--- src/hdl/rrie_defines.vh ---
// Constants for the return and rotate instruction executor
`ifndef RRIE_DEFINES_VH
`define RRIE_DEFINES_VH

// ----------------------------------------
// Operation codes
// ----------------------------------------
`define RRIE_OP_W          3
`define RRIE_OP_NONE       3'h0
`define RRIE_OP_SUB_EXIT   3'h1
`define RRIE_OP_SUB_EXIT_LI 3'h2
`define RRIE_OP_IRQ_EXIT   3'h3
`define RRIE_OP_ROT_L_MEM  3'h4
`define RRIE_OP_ROT_L_COPY 3'h5
`define RRIE_OP_ROT_LC_MEM 3'h6
`define RRIE_OP_ROT_LC_CPY 3'h7

// ----------------------------------------
// Widths and reset values
// ----------------------------------------
`define RRIE_PC_W          13
`define RRIE_ADDR_W        9
`define RRIE_WREG_RST      8'h00
`define RRIE_CARRY_RST     1'b0
`define RRIE_GIE_RST       1'b0
`define RRIE_PC_RST        13'h0000

`endif

--- src/hdl/rrie_exec.v ---
// Executes return and byte-rotate instructions for the core
`timescale 1ns/1ps
`include "rrie_defines.vh"

module rrie_exec (
	input  wire                    ref_clk,
	input  wire                    sys_rst,
	input  wire                    clk_en,
	input  wire                    instr_valid,
	input  wire [2:0]              instr_op,
	input  wire                    rot_right,
	input  wire [7:0]              instr_imm,
	input  wire [8:0]              instr_addr,
	input  wire [7:0]              mem_rdata,
	input  wire [12:0]             stack_top,
	input  wire                    irq_pending,
	input  wire                    gie_clear,
	output reg  [7:0]              working_register_ff,
	output reg                     carry_ff,
	output reg                     global_irq_enable_ff,
	output reg  [12:0]             pc_ff,
	output reg                     pc_load_ff,
	output reg                     stack_pop_ff,
	output reg                     mem_we_ff,
	output reg  [8:0]              mem_waddr_ff,
	output reg  [7:0]              mem_wdata_ff,
	output reg                     irq_priority_ff
);

// ----------------------------------------
// Rotation datapath
// ----------------------------------------
// Memory read is combinational, so the rotations settle in the issue cycle
wire [7:0] rot_l;
wire [7:0] rot_r;
wire [7:0] rot_lc;

genvar gi;
generate
	for (gi = 0; gi < 8; gi = gi + 1) begin : g_rot
		if (gi == 0) begin : g_lsb
			assign rot_l[gi]  = mem_rdata[7];
			assign rot_lc[gi] = carry_ff;
		end else begin : g_up
			assign rot_l[gi]  = mem_rdata[gi-1];
			assign rot_lc[gi] = mem_rdata[gi-1];
		end
		if (gi == 7) begin : g_msb
			assign rot_r[gi] = mem_rdata[0];
		end else begin : g_dn
			assign rot_r[gi] = mem_rdata[gi+1];
		end
	end
endgenerate

// ----------------------------------------
// Instruction decode
// ----------------------------------------
wire go;
wire op_sub_exit;
wire op_sub_exit_li;
wire op_irq_exit;
wire op_return;
wire op_rot_mem;
wire op_rot_copy;
wire op_ring_mem;
wire op_ring_copy;
wire op_ring;

assign go             = instr_valid & clk_en;
assign op_sub_exit    = go & (instr_op == `RRIE_OP_SUB_EXIT);
assign op_sub_exit_li = go & (instr_op == `RRIE_OP_SUB_EXIT_LI);
assign op_irq_exit    = go & (instr_op == `RRIE_OP_IRQ_EXIT);
assign op_rot_mem     = go & (instr_op == `RRIE_OP_ROT_L_MEM);
assign op_rot_copy    = go & (instr_op == `RRIE_OP_ROT_L_COPY);
assign op_ring_mem    = go & (instr_op == `RRIE_OP_ROT_LC_MEM);
assign op_ring_copy   = go & (instr_op == `RRIE_OP_ROT_LC_CPY);
// One pop per return keeps nested calls balanced
assign op_return      = op_sub_exit | op_sub_exit_li | op_irq_exit;
assign op_ring        = op_ring_mem | op_ring_copy;

// ----------------------------------------
// Next values
// ----------------------------------------
reg [7:0]  nxt_working_register;
reg        nxt_carry;
reg        nxt_global_irq_enable;
reg [12:0] nxt_pc;
reg        nxt_pc_load;
reg        nxt_stack_pop;
reg        nxt_mem_we;
reg [8:0]  nxt_mem_waddr;
reg [7:0]  nxt_mem_wdata;
reg        nxt_irq_priority;

// ----------------------------------------
// Program flow
// ----------------------------------------
always @* begin
	nxt_pc        = pc_ff;
	nxt_pc_load   = 1'b0;
	nxt_stack_pop = 1'b0;
	if (op_return) begin
		nxt_pc        = stack_top;
		nxt_pc_load   = 1'b1;
		nxt_stack_pop = 1'b1;
	end
end

// ----------------------------------------
// Working register
// ----------------------------------------
// Plain exit and memory rotates leave it alone
always @* begin
	nxt_working_register = working_register_ff;
	if (op_sub_exit_li) begin
		nxt_working_register = instr_imm;
	end
	if (op_rot_copy) begin
		nxt_working_register = rot_l;
	end
	if (op_ring_copy) begin
		nxt_working_register = rot_lc;
	end
end

// ----------------------------------------
// Carry flag
// ----------------------------------------
// Only the ring rotates touch carry; every other op keeps it
always @* begin
	nxt_carry = carry_ff;
	if (op_ring) begin
		nxt_carry = mem_rdata[7];
	end
end

// ----------------------------------------
// Data memory write
// ----------------------------------------
always @* begin
	nxt_mem_we    = 1'b0;
	nxt_mem_waddr = mem_waddr_ff;
	nxt_mem_wdata = mem_wdata_ff;
	if (op_rot_mem) begin
		nxt_mem_we    = 1'b1;
		nxt_mem_waddr = instr_addr;
		nxt_mem_wdata = rot_right ? rot_r : rot_l;
	end
	if (op_ring_mem) begin
		nxt_mem_we    = 1'b1;
		nxt_mem_waddr = instr_addr;
		nxt_mem_wdata = rot_lc;
	end
end

// ----------------------------------------
// Interrupt enable and priority
// ----------------------------------------
// Clear first so that an interrupt exit in the same cycle wins
always @* begin
	nxt_global_irq_enable = global_irq_enable_ff;
	nxt_irq_priority      = 1'b0;
	if (gie_clear) begin
		nxt_global_irq_enable = 1'b0;
	end
	if (op_irq_exit) begin
		nxt_global_irq_enable = 1'b1;
		// Fetch must vector before the returned-to instruction
		nxt_irq_priority      = irq_pending;
	end
end

// ----------------------------------------
// State registers
// ----------------------------------------
// Clock enable low holds every register, pulses included
always @(posedge ref_clk or posedge sys_rst) begin
	if (sys_rst) begin
		working_register_ff  <= `RRIE_WREG_RST;
		carry_ff             <= `RRIE_CARRY_RST;
		global_irq_enable_ff <= `RRIE_GIE_RST;
		pc_ff                <= `RRIE_PC_RST;
		pc_load_ff           <= 1'b0;
		stack_pop_ff         <= 1'b0;
		mem_we_ff            <= 1'b0;
		mem_waddr_ff         <= 9'h000;
		mem_wdata_ff         <= 8'h00;
		irq_priority_ff      <= 1'b0;
	end else if (clk_en) begin
		working_register_ff  <= nxt_working_register;
		carry_ff             <= nxt_carry;
		global_irq_enable_ff <= nxt_global_irq_enable;
		pc_ff                <= nxt_pc;
		pc_load_ff           <= nxt_pc_load;
		stack_pop_ff         <= nxt_stack_pop;
		mem_we_ff            <= nxt_mem_we;
		mem_waddr_ff         <= nxt_mem_waddr;
		mem_wdata_ff         <= nxt_mem_wdata;
		irq_priority_ff      <= nxt_irq_priority;
	end
end

// ----------------------------------------
// Usage limits
// ----------------------------------------
// Flags other than carry are not held here, so
// they stay untouched by every op of this block.
// A refused cycle (clock enable low) drops the
// instruction; the issuer must hold it and retry.
// Right rotate shares the memory rotate opcode
// and is chosen by the separate direction input.
// Data memory must be read combinationally at
// the instruction address in the issue cycle.

endmodule

--- config.mk ---
export PLATFORM = sky130hd
export DESIGN_NAME = rrie_exec
export DESIGN_NICKNAME = d
export VERILOG_FILES = /design/src/hdl/rrie_exec.v
export VERILOG_INCLUDE_DIRS = /design/src /design/src/hdl
export SDC_FILE = /design/constraint.sdc
export NUM_CORES = 1
export LEC_CHECK = 0
export ABC_CLOCK_PERIOD_IN_PS = 1660
export BUFFER_PORTS_ARGS = -buffer_cell sky130_fd_sc_hd__buf_4
export CAP_MARGIN = 20
export CORE_MARGIN = 5
export CORE_UTILIZATION = 45
export DETAILED_ROUTE_END_ITERATION = 6
export PLACE_DENSITY = 0.9
export SLEW_MARGIN = 40
export SYNTH_ARGS = -nofsm -noshare
export SYNTH_HDL_FRONTEND = slang
export SYNTH_SLANG_ARGS = --single-unit
--- constraint.sdc ---
create_clock -name ref_clk -period 1.66 [get_ports ref_clk]
set_clock_uncertainty 0.2 [all_clocks]
set_input_delay 0.332 -clock ref_clk [delete_from_list [all_inputs] [get_ports ref_clk]]
set_output_delay 0.332 -clock ref_clk [all_outputs]
set_load 0.05 [all_outputs]
==> run metrics <==
pin count of the biggest net entering global routing=44; GR Util All Layers=0.1864; cell-internal power=around 2.2 mW; grt total ovfl=0; Fmax=0.6624 GHz; vias in the first global route=1576; wire length per cell=16.42 µm; Logic pwr share=0.441; number of gates resized after cts=0; Tot Pwr=3.710 mW; Reg clk slew, reported paths=80 ps; clk sinks=43; First-pass DRT Iterations=3; Leak=approximately 1.5 nW; CTS tree=yes; Unique masters post-synth=20; H-tree level count=2; die area=5533 µm²; chip height=74.39 µm; sw frac=0.4098; # Post-CTS Setup Buffers=0; via count=1455; residual DRC count=0; Die Width=74.39 µm; share of layout cells above drive strength 1=0.6446; core region area=between 4000 and 5000 µm²; Clk pwr share=0.186; r2r setup slk=150 ps; Synthesis Warnings=0; row cnt=23; largest cells by area after synthesis=dfrtp_1 58%, mux2_2 25%, mux2i_1 4.3%; final worst slack=150.3 ps; Setup CP Type=flip-flop to flip-flop; synthesized area=approximately 1900 µm²; most common cell after layout, fill and taps aside=buf_4; Post-DP HPWL=3739 µm; post-DR vias/cell=4.983; Routed Antenna Nets=0; Syn Inst Count=137; area grow syn2layout=54.66%; Setup WS pre-CTS=-116.0 ps; nets=289; max cap viols=0; final setup vio count=0; synthesized area per cell=13.62 µm²; IO Port Bufs=91; area leader, netlist=dfrtp_1; TritonCTS Buffers=5; syn nets=around 190; post-synth top area share=0.5768; final hold slack=67.71 ps; final hold violation count=0; Root Buffer=clkbuf_8; status=finished, final reports clean; part of the Yosys area used for sequential elements=0.5768; Ports=92; Setup crit end kind=flip-flop; clk_lat worst skew=290 ps; Critical Path AT=1490 ps; antenna cells=0; DRT iter0 DRCs=60; Rel. slew slack=0.8007; first-pass GRT wire length=between 7000 and 8000 µm; minimum clock period=1510 ps; sequential power share=0.373; clock buffer depth=2; crit path max fanout=4; flops & latches, synth=43; Final Max Tran Viols=0; initial antenna violation count=0; drt total wl=4796 µm; Setup TNS=0 ps; Pwr Density=1286 nW/µm²; most frequent cells in the layout=97 x buf_4, 43 x dfrtp_1, 33 x mux2_2; Worst Tran Pin Value=298.3 ps; hold_buf cts=1; worst IR drop on VDD=0.8805 mV; Worst EP required=approximately 1600 ps; Initial Util=0.4664; GP Congestion=between 0.7 and 0.8; NetSw=1.520 mW; Hold Crit Class=primary input to flip-flop; RSZ-0062 raised after global routing=no; Final period util=0.9095; startpoint types=flip-flop
[critical path: stages, from the launching register on]
cell	delay (ps)
dfrtp_1	410
mux2_2	270
mux2_2	260
mux2_4	260
[metal layers]
layer,vias to the layer above,wire [µm],track usage
li1,692,-,-
met1,694,1901,0.2187
met2,59,2382,0.3024
met3,10,392,0.07838
met4,0,120,0.07510
met5,-,0,0
[stage by stage]
step                        util  std cells  area [µm²]
after floorplan                -        137        1921
after global placement    0.6950        283        2780
after detailed placement  0.6950        283        2780
after CTS                 0.7213        292        2885
after global routing      0.7213        292        2885
final                     0.7213        292        2885
[cells by family after synthesis]
| family | after synthesis | share of synthesized area |
|---|---|---|
| compound gates | 12 | 0.04159 |
| buf+inv | 11 | 0.02816 |
| simple gates | 22 | 0.06305 |
| flops | 43 | 0.5768 |
| mux | 49 | 0.2904 |
[final timing paths]
path,start,cells after the start,to
max,carry_ff$_DFFE_PP0P_,3,working_register_ff[0]$_DFFE_PP0P_
min,instr_addr[8],2,mem_waddr_ff[8]$_DFFE_PP0P_
max reg2reg,carry_ff$_DFFE_PP0P_,3,working_register_ff[0]$_DFFE_PP0P_
min reg2reg,mem_wdata_ff[6]$_DFFE_PP0P_,2,mem_wdata_ff[6]$_DFFE_PP0P_
max in group asynchronous,sys_rst,4,mem_waddr_ff[3]$_DFFE_PP0P_
min in group asynchronous,sys_rst,4,mem_waddr_ff[8]$_DFFE_PP0P_
[Yosys cell counts, drive strengths merged]
cell,n
o21ai,9
inv,4
or3b,1
nor2b,1
a21oi,1
o2bb2ai,1
nand4,3
a21o,1
dfrtp,43
nor2,1
buf,5
nor3,1
mux2i,8
clkbuf,2
nand4b,1
nand2,13
mux2,41
nand2b,1
[registers in the layout (all words and copies together) (netlist names)]
register,flops
mem_wdata_ff,8
pc_ff,13
mem_waddr_ff,9
irq_priority_ff,1
mem_we_ff,1
carry_ff,1
stack_pop_ff,1
global_irq_enable_ff,1
working_register_ff,8
[power groups by stage]
stage	sequential, mW	combinational (mW)	clock [mW]
floorplan	2.16	0.306	0
global placement	1.40	1.62	0
detailed placement	1.40	1.65	0
CTS	1.39	1.65	0.710
global route	1.41	1.71	0.766
finish	1.38	1.64	0.689
[final cells by class]
type | count | area (µm²)
Fill cell | 286 | 1115
Sequential cell | 43 | 1076
Timing Repair Buffer | 104 | 858.3
Multi-Input combinational cell | 83 | 778.2
Clock buffer | 7 | 86.33
Tap cell | 50 | 62.56
Inverter | 4 | 15.01
Clock inverter | 1 | 8.758
Power figures use the tool's default switching activity.
